`config.mk`:
```
export PLATFORM = sky130hd
export DESIGN_NAME = ufrx_top
export DESIGN_NICKNAME = d
export VERILOG_FILES = /design/src/ufrx_pkg.sv /design/src/ufrx_top.sv
export VERILOG_INCLUDE_DIRS = /design/src
export SDC_FILE = /design/constraint.sdc
export NUM_CORES = 1
export LEC_CHECK = 0
export BUFFER_PORTS_ARGS = -buffer_cell sky130_fd_sc_hd__buf_2
export CORE_MARGIN = 5
export CORE_UTILIZATION = 60
export CTS_CLUSTER_DIAMETER = 150
export DETAILED_ROUTE_END_ITERATION = 12
export GPL_TIMING_DRIVEN = 1
export PLACE_DENSITY_LB_ADDON = 0.12
export SLEW_MARGIN = 30
export SYNTH_ARGS = -nofsm -noshare
export SYNTH_HDL_FRONTEND = slang
export SYNTH_SLANG_ARGS = --single-unit
export TNS_END_PERCENT = 1
```
`constraint.sdc`:
```
create_clock -name core_clk -period 7.3 [get_ports core_clk]
set_input_delay 1.46 -clock core_clk [delete_from_list [all_inputs] [get_ports core_clk]]
set_output_delay 1.46 -clock core_clk [all_outputs]
set_load 0.1 [all_outputs]
```
`src/ufrx_cfg.svh`:
```
// Constants of the serial frame receiver: register map, field positions, reset values.
// Assumes an AXI4-Lite slave with 32-bit data and a 25 MHz core clock.
`ifndef UFRX_CFG_SVH
`define UFRX_CFG_SVH
`define UFRX_OFF_STATUS_A   8'h00
`define UFRX_OFF_CONTROL_B  8'h04
`define UFRX_OFF_CONTROL_C  8'h08
`define UFRX_OFF_DATA_PORT  8'h0C
`define UFRX_OFF_BAUD_DIV   8'h10
// Status A fields
`define UFRX_SA_PE          2
`define UFRX_SA_OVR         3
`define UFRX_SA_FE          4
`define UFRX_SA_RXC         7
// Control B fields
`define UFRX_CB_DATA8       0
`define UFRX_CB_RXEN        4
`define UFRX_CB_RXCIE       7
// Control C fields
`define UFRX_CC_SIZE_LO     1
`define UFRX_CC_STOP2       3
`define UFRX_CC_PODD        4
`define UFRX_CC_PON         5
// Reset values
`define UFRX_CB_RESET       8'h00
`define UFRX_CC_RESET       8'h06
`define UFRX_DIV_RESET      16'h000C
// Oversampling: sixteen ticks per bit, middle sample at tick 7
`define UFRX_OVS_LAST       4'hF
`define UFRX_OVS_MID        4'h7
`endif

```
`src/ufrx_pkg.sv`:
```
// Types of the serial frame receiver.
// Assumes ufrx_cfg.svh provides all numeric constants.
package ufrx_pkg;
    typedef enum logic [2:0] {UFRX_IDLE, UFRX_START, UFRX_DATA, UFRX_PAR, UFRX_STOP} ufrx_state_t;
    typedef struct packed {
        logic [8:0] data;
        logic       fe;
        logic       pe;
        logic       ovr;
    } ufrx_entry_t;
endpackage

```
`src/ufrx_top.sv`:
```
// Asynchronous serial receiver with two-entry buffer, error flags and AXI4-Lite registers.
// Assumes rx_line is already synchronous to core_clk; one clock, synchronous reset.
`timescale 1ns/10ps
`include "ufrx_cfg.svh"

// Operation
// - Accept all thirty start/data/parity/stop layouts
// - Start bit, then data LSB first
// - Parity bit follows last data bit
// - Next start may follow stop directly
// - Complete flag set while buffer holds data
// - Receiver disable flushes the buffer
// - Interrupt level equals enable and flag
// - Data read pops the oldest character
// - Error flags stored per buffered character
// - Writes to status A never alter error flags
// - Error flags raise no interrupt
// - Frame error reflects first stop bit
// - Only first stop bit is checked
// - Overrun when buffer full, shifter full, start
// - Overrun clears on successful buffer transfer
// - Parity error zero while checking off
// - Upper bit enables, lower selects odd
// - Parity computed and stored with character
module ufrx_top #(
    parameter int DEPTH = 2   // Receive buffer entries
) (
    input  wire logic        core_clk,       // System clock, 25 MHz
    input  wire logic        sys_rst,        // Synchronous reset, active high
    input  wire logic        rx_line,        // Serial receive line, idle high
    output logic             rx_irq,         // Receive-complete interrupt level
    input  wire logic [7:0]  s_axi_awaddr,   // Write address
    input  wire logic        s_axi_awvalid,  // Write address valid
    output logic             s_axi_awready,  // Write address ready
    input  wire logic [31:0] s_axi_wdata,    // Write data
    input  wire logic [3:0]  s_axi_wstrb,    // Write byte strobes
    input  wire logic        s_axi_wvalid,   // Write data valid
    output logic             s_axi_wready,   // Write data ready
    output logic [1:0]       s_axi_bresp,    // Write response
    output logic             s_axi_bvalid,   // Write response valid
    input  wire logic        s_axi_bready,   // Write response ready
    input  wire logic [7:0]  s_axi_araddr,   // Read address
    input  wire logic        s_axi_arvalid,  // Read address valid
    output logic             s_axi_arready,  // Read address ready
    output logic [31:0]      s_axi_rdata,    // Read data
    output logic [1:0]       s_axi_rresp,    // Read response
    output logic             s_axi_rvalid,   // Read response valid
    input  wire logic        s_axi_rready    // Read response ready
);

    // Even parity over the enabled data bits
    function automatic logic even_parity(input logic [8:0] d, input logic [3:0] n);
        logic p;
        p = 1'b0;
        for (int i = 0; i < 9; i++)
        begin
            if (i < int'(n))
            begin
                p = p ^ d[i];
            end
        end
        return p;
    endfunction

    logic [7:0]                ctrl_b_ff, ctrl_c_ff, aw_addr_ff;
    logic [15:0]               div_ff, div_cnt_ff;
    logic [31:0]               w_data_ff;
    logic [8:0]                shift_ff;
    logic [3:0]                ovs_ff, bit_cnt_ff, data_bits, w_strb_ff;
    logic [1:0]                count_ff;
    ufrx_pkg::ufrx_state_t     state_ff;
    ufrx_pkg::ufrx_entry_t     hold_entry_ff, head;
    ufrx_pkg::ufrx_entry_t     buf_ff [DEPTH];
    logic                      tick, par_bit_ff, rx_prev_ff, hold_ff, rd_ptr_ff, wr_ptr_ff, ovr_pend_ff;
    logic                      receiver_enable, rx_complete_irq_enable, parity_check_on, parity_odd_select;
    logic                      rx_complete_flag, frame_done, push, pop, start_seen, aw_hold_ff, w_hold_ff;
    logic                      do_write, do_read;

    // Configuration fields
    assign receiver_enable        = ctrl_b_ff[`UFRX_CB_RXEN];
    assign rx_complete_irq_enable = ctrl_b_ff[`UFRX_CB_RXCIE];
    assign parity_check_on        = ctrl_c_ff[`UFRX_CC_PON];
    assign parity_odd_select      = ctrl_c_ff[`UFRX_CC_PODD];
    assign data_bits = ctrl_b_ff[`UFRX_CB_DATA8] ? 4'd9
                     : 4'd5 + {2'b00, ctrl_c_ff[`UFRX_CC_SIZE_LO +: 2]};
    assign head             = buf_ff[rd_ptr_ff];
    assign rx_complete_flag = receiver_enable && (count_ff != 2'h0);
    assign rx_irq           = rx_complete_irq_enable & rx_complete_flag;

    // Baud tick divider, sixteen ticks per bit
    always_ff @(posedge core_clk)
    begin
        if (sys_rst || div_cnt_ff == 16'h0000)
            div_cnt_ff <= div_ff;
        else
            div_cnt_ff <= div_cnt_ff - 16'h0001;
    end
    assign tick = (div_cnt_ff == 16'h0000);

    // Line edge detection for start bits
    always_ff @(posedge core_clk)
    begin
        if (sys_rst)
            rx_prev_ff <= 1'b1;
        else
            rx_prev_ff <= rx_line;
    end
    assign start_seen = receiver_enable && state_ff == ufrx_pkg::UFRX_IDLE
                        && rx_prev_ff && !rx_line;

    // Frame receive state machine
    always_ff @(posedge core_clk)
    begin
        if (sys_rst || !receiver_enable)
        begin
            state_ff   <= ufrx_pkg::UFRX_IDLE;
            ovs_ff     <= 4'h0;
            bit_cnt_ff <= 4'h0;
            shift_ff   <= 9'h000;
            par_bit_ff <= 1'b0;
        end
        else
        begin
            case (state_ff)
                ufrx_pkg::UFRX_IDLE:
                begin
                    ovs_ff <= 4'h0;
                    if (start_seen)
                    begin
                        state_ff <= ufrx_pkg::UFRX_START;
                    end
                end
                ufrx_pkg::UFRX_START:
                begin
                    if (tick)
                    begin
                        ovs_ff <= ovs_ff + 4'h1;
                        if (ovs_ff == `UFRX_OVS_MID && rx_line)
                        begin
                            state_ff <= ufrx_pkg::UFRX_IDLE;   // False start
                        end
                        else if (ovs_ff == `UFRX_OVS_LAST)
                        begin
                            state_ff   <= ufrx_pkg::UFRX_DATA;
                            bit_cnt_ff <= 4'h0;
                            shift_ff   <= 9'h000;
                        end
                    end
                end
                ufrx_pkg::UFRX_DATA:
                begin
                    if (tick)
                    begin
                        ovs_ff <= ovs_ff + 4'h1;
                        if (ovs_ff == `UFRX_OVS_MID)
                        begin
                            shift_ff[bit_cnt_ff] <= rx_line;
                        end
                        if (ovs_ff == `UFRX_OVS_LAST)
                        begin
                            bit_cnt_ff <= bit_cnt_ff + 4'h1;
                            if (bit_cnt_ff + 4'h1 == data_bits)
                            begin
                                state_ff <= parity_check_on ? ufrx_pkg::UFRX_PAR
                                                            : ufrx_pkg::UFRX_STOP;
                            end
                        end
                    end
                end
                ufrx_pkg::UFRX_PAR:
                begin
                    if (tick)
                    begin
                        ovs_ff <= ovs_ff + 4'h1;
                        if (ovs_ff == `UFRX_OVS_MID)
                        begin
                            par_bit_ff <= rx_line;
                        end
                        if (ovs_ff == `UFRX_OVS_LAST)
                        begin
                            state_ff <= ufrx_pkg::UFRX_STOP;
                        end
                    end
                end
                ufrx_pkg::UFRX_STOP:
                begin
                    if (tick)
                    begin
                        ovs_ff <= ovs_ff + 4'h1;
                        if (ovs_ff == `UFRX_OVS_MID)
                        begin
                            state_ff <= ufrx_pkg::UFRX_IDLE;   // Only first stop bit
                        end
                    end
                end
                default:
                begin
                    state_ff <= ufrx_pkg::UFRX_IDLE;
                end
            endcase
        end
    end
    assign frame_done = receiver_enable && tick && state_ff == ufrx_pkg::UFRX_STOP
                        && ovs_ff == `UFRX_OVS_MID;

    // Shift-register holding stage with frame status
    always_ff @(posedge core_clk)
    begin
        if (sys_rst || !receiver_enable)
        begin
            hold_ff       <= 1'b0;
            hold_entry_ff <= '0;
        end
        else if (frame_done)
        begin
            hold_ff            <= 1'b1;
            hold_entry_ff.data <= shift_ff;
            hold_entry_ff.fe   <= !rx_line;
            hold_entry_ff.pe   <= parity_check_on &&
                (even_parity(shift_ff, data_bits) ^ parity_odd_select ^ par_bit_ff);
            hold_entry_ff.ovr  <= 1'b0;
        end
        else if (push)
            hold_ff <= 1'b0;
    end
    assign push = hold_ff && (count_ff < 2'(DEPTH) || pop);

    // Overrun detection: buffer full, shifter waiting, new start
    always_ff @(posedge core_clk)
    begin
        if (sys_rst || !receiver_enable)
            ovr_pend_ff <= 1'b0;
        else if (hold_ff && count_ff == 2'(DEPTH) && !pop && start_seen)
            ovr_pend_ff <= 1'b1;
        else if (push)
            ovr_pend_ff <= 1'b0;
    end

    // Two-entry receive buffer with per-character flags
    always_ff @(posedge core_clk)
    begin
        if (sys_rst || !receiver_enable)
        begin
            rd_ptr_ff <= 1'b0;
            wr_ptr_ff <= 1'b0;
            count_ff  <= 2'd0;
            for (int i = 0; i < DEPTH; i++)
                buf_ff[i] <= '0;
        end
        else
        begin
            if (push)
            begin
                buf_ff[wr_ptr_ff]     <= hold_entry_ff;
                buf_ff[wr_ptr_ff].ovr <= ovr_pend_ff;
                wr_ptr_ff             <= ~wr_ptr_ff;
            end
            if (pop)
                rd_ptr_ff <= ~rd_ptr_ff;
            count_ff <= count_ff + {1'b0, push} - {1'b0, pop};
        end
    end

    // AXI write channel capture
    always_ff @(posedge core_clk)
    begin
        if (sys_rst)
        begin
            aw_hold_ff <= 1'b0;
            w_hold_ff  <= 1'b0;
            aw_addr_ff <= 8'h00;
            w_data_ff  <= 32'h0000_0000;
            w_strb_ff  <= 4'h0;
        end
        else
        begin
            if (s_axi_awvalid && s_axi_awready)
            begin
                aw_hold_ff <= 1'b1;
                aw_addr_ff <= s_axi_awaddr;
            end
            if (s_axi_wvalid && s_axi_wready)
            begin
                w_hold_ff <= 1'b1;
                w_data_ff <= s_axi_wdata;
                w_strb_ff <= s_axi_wstrb;
            end
            if (do_write)
            begin
                aw_hold_ff <= 1'b0;
                w_hold_ff  <= 1'b0;
            end
        end
    end
    assign s_axi_awready = !aw_hold_ff && !s_axi_bvalid;
    assign s_axi_wready  = !w_hold_ff && !s_axi_bvalid;
    assign do_write      = aw_hold_ff && w_hold_ff && !s_axi_bvalid;

    // Register writes; status A flags are read-only
    always_ff @(posedge core_clk)
    begin
        if (sys_rst)
        begin
            ctrl_b_ff <= `UFRX_CB_RESET;
            ctrl_c_ff <= `UFRX_CC_RESET;
            div_ff    <= `UFRX_DIV_RESET;
        end
        else if (do_write)
        begin
            if (aw_addr_ff[7:2] == `UFRX_OFF_CONTROL_B >> 2 && w_strb_ff[0])
                ctrl_b_ff <= w_data_ff[7:0];
            else if (aw_addr_ff[7:2] == `UFRX_OFF_CONTROL_C >> 2 && w_strb_ff[0])
                ctrl_c_ff <= w_data_ff[7:0];
            else if (aw_addr_ff[7:2] == `UFRX_OFF_BAUD_DIV >> 2)
            begin
                if (w_strb_ff[0])
                    div_ff[7:0] <= w_data_ff[7:0];
                if (w_strb_ff[1])
                    div_ff[15:8] <= w_data_ff[15:8];
            end
        end
    end
    // Writes to status A are accepted and discarded

    // Write response
    always_ff @(posedge core_clk)
    begin
        if (sys_rst)
        begin
            s_axi_bvalid <= 1'b0;
            s_axi_bresp  <= 2'b00;
        end
        else if (do_write)
        begin
            s_axi_bvalid <= 1'b1;
            s_axi_bresp  <= (aw_addr_ff[7:2] <= `UFRX_OFF_BAUD_DIV >> 2) ? 2'b00 : 2'b10;
        end
        else if (s_axi_bready)
            s_axi_bvalid <= 1'b0;
    end

    // Read channel; a data-port read pops the buffer
    assign s_axi_arready = !s_axi_rvalid;
    assign do_read       = s_axi_arvalid && s_axi_arready;
    assign pop = do_read && s_axi_araddr[7:2] == `UFRX_OFF_DATA_PORT >> 2 && count_ff != 2'd0;
    always_ff @(posedge core_clk)
    begin
        if (sys_rst)
        begin
            s_axi_rvalid <= 1'b0;
            s_axi_rdata  <= 32'h0000_0000;
            s_axi_rresp  <= 2'b00;
        end
        else if (do_read)
        begin
            s_axi_rvalid <= 1'b1;
            s_axi_rresp  <= 2'b00;
            s_axi_rdata  <= 32'h0000_0000;
            if (s_axi_araddr[7:2] == `UFRX_OFF_STATUS_A >> 2)
            begin
                s_axi_rdata[`UFRX_SA_RXC] <= rx_complete_flag;
                s_axi_rdata[`UFRX_SA_FE]  <= rx_complete_flag & head.fe;
                s_axi_rdata[`UFRX_SA_OVR] <= rx_complete_flag & head.ovr;
                s_axi_rdata[`UFRX_SA_PE]  <= rx_complete_flag & parity_check_on & head.pe;
            end
            else if (s_axi_araddr[7:2] == `UFRX_OFF_CONTROL_B >> 2)
                s_axi_rdata[7:0] <= ctrl_b_ff;
            else if (s_axi_araddr[7:2] == `UFRX_OFF_CONTROL_C >> 2)
                s_axi_rdata[7:0] <= ctrl_c_ff;
            else if (s_axi_araddr[7:2] == `UFRX_OFF_DATA_PORT >> 2)
                s_axi_rdata[8:0] <= rx_complete_flag ? head.data : 9'h000;
            else if (s_axi_araddr[7:2] == `UFRX_OFF_BAUD_DIV >> 2)
                s_axi_rdata[15:0] <= div_ff;
            else
                s_axi_rresp <= 2'b10;
        end
        else if (s_axi_rready)
            s_axi_rvalid <= 1'b0;
    end

endmodule

```
==> impl_metrics.yaml, run 1 <==
clocking:
  clk_pin_slew_ns: 0.06
  cts_setup_buffers: 0
  htreeDepth: 4
  cts-buffers-inserted: 17
  cts_resized: 0
  cts_hold_repair.buffers: 0
  cts-root-buf: "clkbuf_16"
  clockBufferDepth: 2
  clk_latency_ns: 0.42
  cts_tree: "done"
  cts_sinks: 158
timing:
  hold_viol_final: 0
  max_freq_mhz: 288
  fin_tns_setup_ns: 0
  setup_viol: 0
  relSlewSlack_pct: 38.6
  period_share_pct: 47.5
  slew_violations: 0
  finClkSkew_ns: 0.00930
  finalWorstSetupSlack_ns: 3.83
  period_needed_ns: 3.47
  tightestPinTransition_ns: 0.919
  rsz0062_at_grt: "false"
flow_run:
  maxCapViolations: 0
pwr:
  power_leakage_nw: 3.32
  p_per_area_nw_per_um2: 241
  ir_worst_vdd_v: 0.000208
  power.total_w: 0.00198
finish:
  syn2layout_area_growth_pct: 11.9
  layout-drive-gt1-share_pct: 13.0
  design_area_um2: 8210
  n_fill_cell: 972
  final_common_cell: "nand2_1"
  final_cell_mix: "142 x nand2_1, 134 x dfxtp_1, 110 x nor2_1"
  multi_input_area_um2: 3620
  ff_latch_area_um2: 3400
  diodes: 0
  nNetsFinal: 963
setup_path:
  arrival_ns: 3.77
  crit_path_end_kind: "register"
  cpMostUsedCell: "ha_1"
  critPathKind: "primary input to register"
  critPathMaxFanout: 9
  rrSetupSlack_ns: 4.62
  r2r.worst_path.cells: 10
  critPathLaunchType: "primary input"
  reg2reg_from: "s_axi_rvalid"
  worstPathCellList: "buf_2 -> nor4_2 -> nand3_1 -> o21ai_1 -> nand2_1 -> ha_1 -> inv_1 -> ha_1 -> xor2_1 -> xnor2_1 -> nor2_1"
  reg2reg_to: "count_ff[1]"
  crit_slowest_cell: "nor4_2"
  crit_path_end: "count_ff[1]"
  critical_path_required_ns: 7.60
  critPathLaunch: "s_axi_araddr[7]"
  slowest_delay_ns: 0.59
floorplan:
  floorplan.io_pins: 102
  start_util_pct: 61.1
  die_h_um: 121
  die_width_um: 121
  fp.coreArea_um2: 12000
  dieArea_um2: 14500
  row_count: 40
routing:
  drc: 0
  vias: 6005
  wl_um: 16600
  ant_nets: 0
  wl_per_cell_um: 15.8
  firstDrtPassIters: 6
  via_per_inst: 5.71
  first_iter_violations: 390
global_route:
  gr-total-overflow: 0
  grt_pass1_wl_um: 27000
  antenna_found_initial: 0
  grt_max_degree: 44
  grtUsageTotal_pct: 23.0
  grt_pass1_vias: 5714
min_path:
  hold_class: "register to register"
placed_design:
  dp_slack_ns: 2.91
  dp_hpwl_um: 11800
  gp_congestion: 0.883
  dpl_cell_area_um2: 7600
  port_buffers: 61
synth:
  syn-cell-area_um2: 7340
  synthCells: 858
  synth_edf_count: 24
  synth_warnings: 0
  yosysUniqueCellTypes: 64
  synth-seq-cells: 158
  synthArstFlopShare_pct: 0
  synth-main-ff-cell: "dfxtp_1"
  syn_area_per_cell_um2: 8.55
  seq_area_frac_synth_pct: 46.4
run_status:
  outcome: "finished, final reports clean"
-- Yosys cell counts (3+ instances only) --
master / number / area [µm²]
buf_1: 4 / 15.0
nor2b_1: 8 / 50.1
inv_1: 17 / 63.8
or2_2: 4 / 25.0
or4_1: 4 / 30.0
dfxtp_1: 134 / 2680
edfxtp_1: 24 / 721
nand2_1: 142 / 533
nor3b_1: 6 / 45.0
buf_4: 18 / 135
nor2_1: 111 / 417
xnor2_1: 19 / 166
nand2b_1: 3 / 18.8
mux2i_1: 49 / 490
ha_1: 9 / 113
nor3_1: 18 / 90.1
nand3_1: 30 / 150
o21ai_0: 13 / 65.1
a31oi_1: 6 / 37.5
nor4_1: 9 / 56.3
and3_1: 3 / 18.8
clkbuf_1: 38 / 143
a22oi_1: 6 / 45.0
nand4_1: 4 / 25.0
and2_1: 27 / 169
a211oi_1: 3 / 22.5
a211o_1: 5 / 43.8
xor2_1: 7 / 61.3
o22ai_1: 3 / 18.8
o221ai_1: 4 / 35.0
a21oi_1: 76 / 380
o21a_1: 4 / 30.0
or3_1: 5 / 31.3
nand3b_1: 4 / 30.0
clkbuf_2: 3 / 15.0
-- report_power, final --
part | total, W | internal, W | switching, W
clock network | 0.000886 | 0.000543 | 0.000343
registers | 0.000923 | 0.000902 | 0.0000205
logic | 0.000172 | 0.0000387 | 0.000133
total | 0.00198 | 0.00148 | 0.000496
-- registers in the layout, summed over array words and instances (netlist names), 2 cells and up, named ones only --
signal,flops
aw_addr_ff,6
bit_cnt_ff,4
buf_ff,24
count_ff,2
ctrl_b_ff,8
ctrl_c_ff,8
div_cnt_ff,16
div_ff,16
hold_entry_ff,11
ovs_ff,4
s_axi_rdata,16
shift_ff,9
state_ff,3
w_data_ff,16
w_strb_ff,2
-- per-stage QoR --
stage          std cells  hold slack [ns]  utilization (%)
6_report            1052            0.450             68.3
5_1_grt             1052            0.473             68.3
4_1_cts             1052            0.449             68.2
3_5_place_dp        1022            0.441             63.3
3_3_place_gp        1022            0.437             63.3
2_1_floorplan        875            0.436                -
-- metal layers --
layer	GRT usage, %	wire, µm
met5	0	0
met4	7.29	233
met3	5.52	995
met2	39.3	8140
met1	28.9	7200
-- critical path: cells and delay by family --
kind,cells,cell delay [ns]
AOI/OAI and AO/OA,1,0.20
and+or+nand+nor,4,1.10
adders and majority gates,2,0.51
xor gates and xnor gates,2,0.31
buffers and inverters,2,0.18
-- final cells by class --
class	instances	share of cell area [%]
inverter	17	0.777
clock inverter	10	1.71
tap	147	2.24
timing repair buffer	67	4.27
sequential	158	41.5
clock buffer	20	5.44
multi-input combinational	633	44.1
-- cell families (layout without fill, tap and decap cells) --
group / after synthesis / in the layout / share of synthesized area, %
simple gates: 389 / 389 / 24.7
flops: 158 / 158 / 46.4
compound gates: 139 / 139 / 11.4
buf+inv: 84 / 114 / 5.51
mux: 51 / 51 / 6.99
xor+xnor: 27 / 27 / 3.41
fa+ha+maj: 9 / 9 / 1.53
other cells: 1 / 18 / 0.0511
-- how the worst min path moves through the flow --
stage / from / endpoint / cells after the start
after floorplan: hold_entry_ff[9] / hold_entry_ff[9] / 2
final: s_axi_rdata[13] / s_axi_rdata[13] / 2
after CTS: s_axi_rdata[13] / s_axi_rdata[13] / 2
after global placement: s_axi_rdata[11] / s_axi_rdata[11] / 2
after global routing: s_axi_rdata[13] / s_axi_rdata[13] / 2
after detailed placement: s_axi_rdata[13] / s_axi_rdata[13] / 2
Note: power is estimated with default switching activity, not from simulation.
==> run 2: changes to the inputs <==
--- a/config.mk
+++ b/config.mk
@@ -8,7 +8,7 @@
 export LEC_CHECK = 0
 export BUFFER_PORTS_ARGS = -buffer_cell sky130_fd_sc_hd__buf_2
 export CORE_MARGIN = 5
-export CORE_UTILIZATION = 60
+export CORE_UTILIZATION = 57
 export CTS_CLUSTER_DIAMETER = 150
 export DETAILED_ROUTE_END_ITERATION = 12
 export GPL_TIMING_DRIVEN = 1
==> constraint.sdc (replaced) <==
create_clock -name core_clk -period 3.55 [get_ports core_clk]
set_input_delay 0.71 -clock core_clk [delete_from_list [all_inputs] [get_ports core_clk]]
set_output_delay 0.71 -clock core_clk [all_outputs]
set_load 0.1 [all_outputs]
==> run 2 against run 1 <==
Effect of this change: cell area rose by 0.50%; sequential cell count did not move; total power rose by 100%; first-iteration DRC count rose by 27%; via count fell by 0.35%; utilization fell by 3.0 points; setup slack got worse by 3.0 ns; critical endpoint is now shift_ff[3].
==> impl_metrics.yaml, run 2 (synthesis results as in run 1) <==
placed_design:
  dpl_cell_area_um2: 7670
  port_buffers: 61
  dp_hpwl_um: 11800
  gp_congestion: 0.884
routing:
  vias: 5984
  firstDrtPassIters: 5
  wl_per_cell_um: 15.4
  drc: 0
  first_iter_violations: 495
  wl_um: 16700
  ant_nets: 0
  via_per_inst: 5.52
clocking:
  cts-buffers-inserted: 17
  cts-root-buf: "clkbuf_16"
  cts_resized: 0
  cts_sinks: 158
  clockBufferDepth: 2
  clk_pin_slew_ns: 0.06
  cts_tree: "done"
  htreeDepth: 4
  clk_latency_ns: 0.42
  cts_setup_buffers: 0
  cts_hold_repair.buffers: 0
pwr:
  p_per_area_nw_per_um2: 487
  p_int_w: 0.00298
  seqPwrFrac_pct: 47.2
  power_leakage_nw: 3.33
  p_switching_w: 0.00104
  pwr-share-comb_pct: 8.8
  swShare_pct: 25.8
  ir_worst_vdd_v: 0.000336
  pwr-share-clk_pct: 44.0
setup_path:
  slowest_delay_ns: 0.92
  cpLargestDelayFamily: "simple AND/OR/NAND/NOR gates"
  cpMostUsedCell: "nand2_1"
  critPathKind: "register to register"
  crit_slowest_cell: "nor4_2"
  critPathMaxFanout: 10
  critical_path_required_ns: 3.87
  critPathLaunchType: "register"
  crit_buf_inv: 1
  crit_path_end_kind: "register"
  worstPathCellList: "inv_1 -> ha_1 -> nor4b_2 -> nand4_1 -> nor4_2 -> nand2_1 -> nand3_1 -> nand2_1"
  arrival_ns: 3.07
finish:
  ff_latch_area_um2: 3400
  layout-drive-gt1-share_pct: 13.4
  design_area_um2: 8250
  nNetsFinal: 968
  syn2layout_area_growth_pct: 12.4
  final_cell_mix: "142 x nand2_1, 134 x dfxtp_1, 110 x nor2_1"
  diodes: 0
  largest_reg_flops: 24
  multi_input_area_um2: 3600
  final_common_cell: "nand2_1"
  n_fill_cell: 1074
  top_register: "buf_ff"
floorplan:
  floorplan.io_pins: 102
  dieArea_um2: 15200
  row_count: 41
  fp.coreArea_um2: 12600
  die_width_um: 123
  die_h_um: 123
  start_util_pct: 58.1
timing:
  finClkSkew_ns: 0.00686
  tightestPinTransition_ns: 0.988
  period_needed_ns: 2.75
  rsz0062_at_grt: "false"
  slew_violations: 0
  fin_tns_setup_ns: 0
  period_share_pct: 77.5
  relSlewSlack_pct: 34.0
  setup_viol: 0
  max_freq_mhz: 364
  hold_viol_final: 0
min_path:
  hold_class: "register to register"
flow_run:
  maxCapViolations: 0
run_status:
  outcome: "finished, final reports clean"
global_route:
  grt_max_degree: 80
  grtUsageTotal_pct: 22.8
  gr-total-overflow: 0
  grt_pass1_vias: 5676
  grt_pass1_wl_um: 27200
  antenna_found_initial: 0
run 2: cell count changes in the layout (fill, tap and decap cells not counted), sizes merged:
cell and change:
bufinv -2, clkinv -3, clkinvlp +3, clkbuf +1
inv +3, buf +5
run 2: power by group through the flow:
| stage | sequential, W | combinational, W | clock, W |
|---|---|---|---|
| 5_1_grt | 0.00190 | 0.000382 | 0.00189 |
| 2_1_floorplan | 0.00197 | 0.000262 | 0 |
| 4_1_cts | 0.00190 | 0.000356 | 0.00179 |
| 3_5_place_dp | 0.00193 | 0.000353 | 0 |
| 3_3_place_gp | 0.00193 | 0.000347 | 0 |
| 6_report | 0.00190 | 0.000355 | 0.00177 |
run 2: area by class of cell:
type	instances	share of cell area, %
Tap cell	172	2.61
Multi-Input combinational cell	633	43.6
Sequential cell	158	41.2
Clock inverter	11	1.23
Clock buffer	21	5.84
Timing Repair Buffer	72	4.70
Inverter	17	0.773
run 2: per-stage QoR:
step                      utilization [%]  worst slack, ns  power, W  hold WS [ns]  cells
after floorplan                         -           0.0874   0.00223         0.436    875
after global placement               60.8            0.734   0.00228         0.438   1052
after detailed placement             60.8            0.654   0.00229         0.447   1052
after CTS                            65.4            0.811   0.00404         0.455   1084
after global routing                 65.4            0.663   0.00417         0.482   1084
final                                65.4            0.800   0.00402         0.450   1084
run 2: worst paths after layout:
path,end,start,cells past startpoint,slack [ns]
hold / removal,s_axi_rdata[12],s_axi_rdata[12],2,0.45
setup reg to reg,shift_ff[3],div_cnt_ff[0],8,0.80
hold reg to reg,s_axi_rdata[12],s_axi_rdata[12],2,0.45
setup / recovery,shift_ff[3],div_cnt_ff[0],8,0.80
run 2: worst register-to-register path: cells and delay by family, from the launching register on:
kind / cells / cell delay [ns]
flip-flops: 1 / 0.33
AND/OR/NAND/NOR: 6 / 2.03
adder cells (fa/ha/maj): 1 / 0.22
buffers and inverters: 1 / 0.06
run 2: layer usage:
| layer | vias to the layer above | global-route usage, % | wire length, µm |
|---|---|---|---|
| met5 | - | 0 | 0 |
| met4 | 0 | 8.72 | 278 |
| met3 | 20 | 5.40 | 1110 |
| met2 | 169 | 38.7 | 8210 |
| met1 | 2811 | 28.1 | 7100 |
| li1 | 2984 | - | - |
==> run 3: changes to the inputs <==
--- a/config.mk
+++ b/config.mk
@@ -8,7 +8,7 @@
 export LEC_CHECK = 0
 export BUFFER_PORTS_ARGS = -buffer_cell sky130_fd_sc_hd__buf_2
 export CORE_MARGIN = 5
-export CORE_UTILIZATION = 57
+export CORE_UTILIZATION = 52
 export CTS_CLUSTER_DIAMETER = 150
 export DETAILED_ROUTE_END_ITERATION = 12
 export GPL_TIMING_DRIVEN = 1
==> constraint.sdc (replaced) <==
create_clock -name core_clk -period 2.53 [get_ports core_clk]
set_input_delay 0.506 -clock core_clk [delete_from_list [all_inputs] [get_ports core_clk]]
set_output_delay 0.506 -clock core_clk [all_outputs]
set_load 0.1 [all_outputs]
==> run 3 against run 2 <==
Effect of this change: clock power is 53% higher; first-iteration DRC count is 0.61% lower; cell area is 2.8% higher; wire length is 1.8% higher; combinational power is 43% higher; hold slack worse by 0.19 ns; critical path type unchanged; global-route usage is 1.9 points lower; critical path depth is 1 lower; cell count is 2.4% higher.
==> impl_metrics.yaml, run 3 (synthesis results as in run 1) <==
finish:
  ff_latch_area_um2: 3410
  nNetsFinal: 986
  syn2layout_area_growth_pct: 15.6
  diodes: 0
  final_cell_mix: "142 x nand2_1, 133 x dfxtp_1, 108 x nor2_1"
  final_common_cell: "nand2_1"
  n_fill_cell: 1216
  layout-drive-gt1-share_pct: 15.4
  top_register: "buf_ff"
  largest_reg_flops: 24
  multi_input_area_um2: 3620
  post-route-util_pct: 61.1
  instances_no_fill: 1110
pwr:
  p_per_area_nw_per_um2: 693
  power_leakage_nw: 3.46
  power.total_w: 0.00588
  ir_worst_vdd_v: 0.000499
routing:
  vias: 6041
  wl_um: 17000
  wl_per_cell_um: 15.3
  firstDrtPassIters: 7
  ant_nets: 0
  via_per_inst: 5.44
  first_iter_violations: 492
  drc: 0
clocking:
  cts-root-buf: "clkbuf_16"
  clockBufferDepth: 2
  htreeDepth: 4
  cts_sinks: 158
  cts_hold_repair.buffers: 0
  cts-buffers-inserted: 17
  cts_tree: "done"
  clk_pin_slew_ns: 0.06
  clk_latency_ns: 0.42
placed_design:
  gp_congestion: 0.912
  numPlacedInstances: 1078
  port_buffers: 61
  dp_hpwl_um: 12200
global_route:
  grt_pass1_wl_um: 27900
  top_usage_layer: "met2"
  grtUsageTotal_pct: 20.9
  antenna_found_initial: 0
  gr-total-overflow: 0
  grt_pass1_vias: 5802
  grtUsageMet2_pct: 35.1
  grt_max_degree: 50
  grt_use_met1_pct: 26.7
  use_met3_pct: 4.98
floorplan:
  die_width_um: 129
  die_h_um: 129
  floorplan.io_pins: 102
  fp.coreArea_um2: 13900
  start_util_pct: 52.9
  row_count: 43
  dieArea_um2: 16600
timing:
  period_needed_ns: 2.35
  hold_viol_final: 0
  finClkSkew_ns: 0.00870
  relSlewSlack_pct: 54.2
  slew_violations: 0
  period_share_pct: 93.0
  tightestPinTransition_ns: 0.687
  rsz0062_at_grt: "false"
  setup_viol: 0
  max_freq_mhz: 425
run_status:
  outcome: "finished, final reports clean"
setup_path:
  arrival_ns: 2.71
  critPathLaunchType: "register"
  critPathMaxFanout: 8
  critical_path_required_ns: 2.88
  crit_path_end_kind: "register"
  critPathKind: "register to register"
flow_run:
  maxCapViolations: 0
min_path:
  hold_class: "primary input to register"
## run 3: cell types whose count changed in the layout (fill, tap and decap cells not counted), moves of 2 or more
cell       delta
o21ai_0       -2
clkbuf_16     +2
inv_4         -2
o21ai_1       +2
buf_4        +18
nor2_4        +2
nor2_1        -2
## run 3: final timing paths
check | depth (start not counted) | slack [ns] | end | from
worst min register to register | 2 | 0.45 | s_axi_rdata[13] | s_axi_rdata[13]
worst max register to register | 7 | 0.18 | bit_cnt_ff[2] | div_cnt_ff[0]
worst max-delay path | 7 | 0.18 | bit_cnt_ff[2] | div_cnt_ff[0]
worst min-delay path | 2 | 0.26 | s_axi_rvalid | s_axi_rready
## run 3: per-layer routing
| layer | up-vias | wire [µm] |
|---|---|---|
| li1 | 3022 | - |
| met1 | 2848 | 7540 |
| met2 | 150 | 8290 |
| met3 | 21 | 909 |
| met4 | 0 | 257 |
| met5 | - | 0 |
## run 3: final cells by class
class / instances / area share, %
Sequential cell: 158 / 40.2
Tap cell: 180 / 2.66
Inverter: 17 / 0.797
Clock inverter: 9 / 1.37
Clock buffer: 23 / 6.15
Multi-Input combinational cell: 633 / 42.7
Timing Repair Buffer: 90 / 6.17
## run 3: worst max-delay path, cell delays in order (launching register included)
cell and delay, ns:
dfxtp_1 0.33, inv_1 0.06, ha_1 0.22, nor4b_4 0.28
nand2_1 0.11, or4_1 0.69, or4_1 0.45, a21oi_1 0.14
## run 3: through the flow
step                setup TNS [ns]  hold WS [ns]  area (µm²)  worst slack [ns]
finish                           0         0.261        8480             0.178
global route                     0         0.247        8480           0.00471
CTS                              0         0.245        8470             0.104
detailed placement        -0.00737         0.444        7840          -0.00737
global placement                 0         0.437        7830            0.0769
floorplan                    -2.73         0.436        7420           -0.0908
## run 3: what timing repair did
action | 4_1_cts | 5_1_grt
endpoints found under the setup margin | 0 | 3
setup buffers | 0 | 0
gates resized for setup | 0 | 1
## run 3: power breakdown
| part | switching [W] | leakage [nW] | total (W) | internal [W] |
|---|---|---|---|---|
| Combinational | 0.000389 | 1.76 | 0.000509 | 0.000120 |
| Sequential | 0.0000622 | 1.39 | 0.00266 | 0.00260 |
| Clock | 0.00103 | 0.310 | 0.00270 | 0.00167 |
| Total | 0.00149 | 3.46 | 0.00588 | 0.00439 |
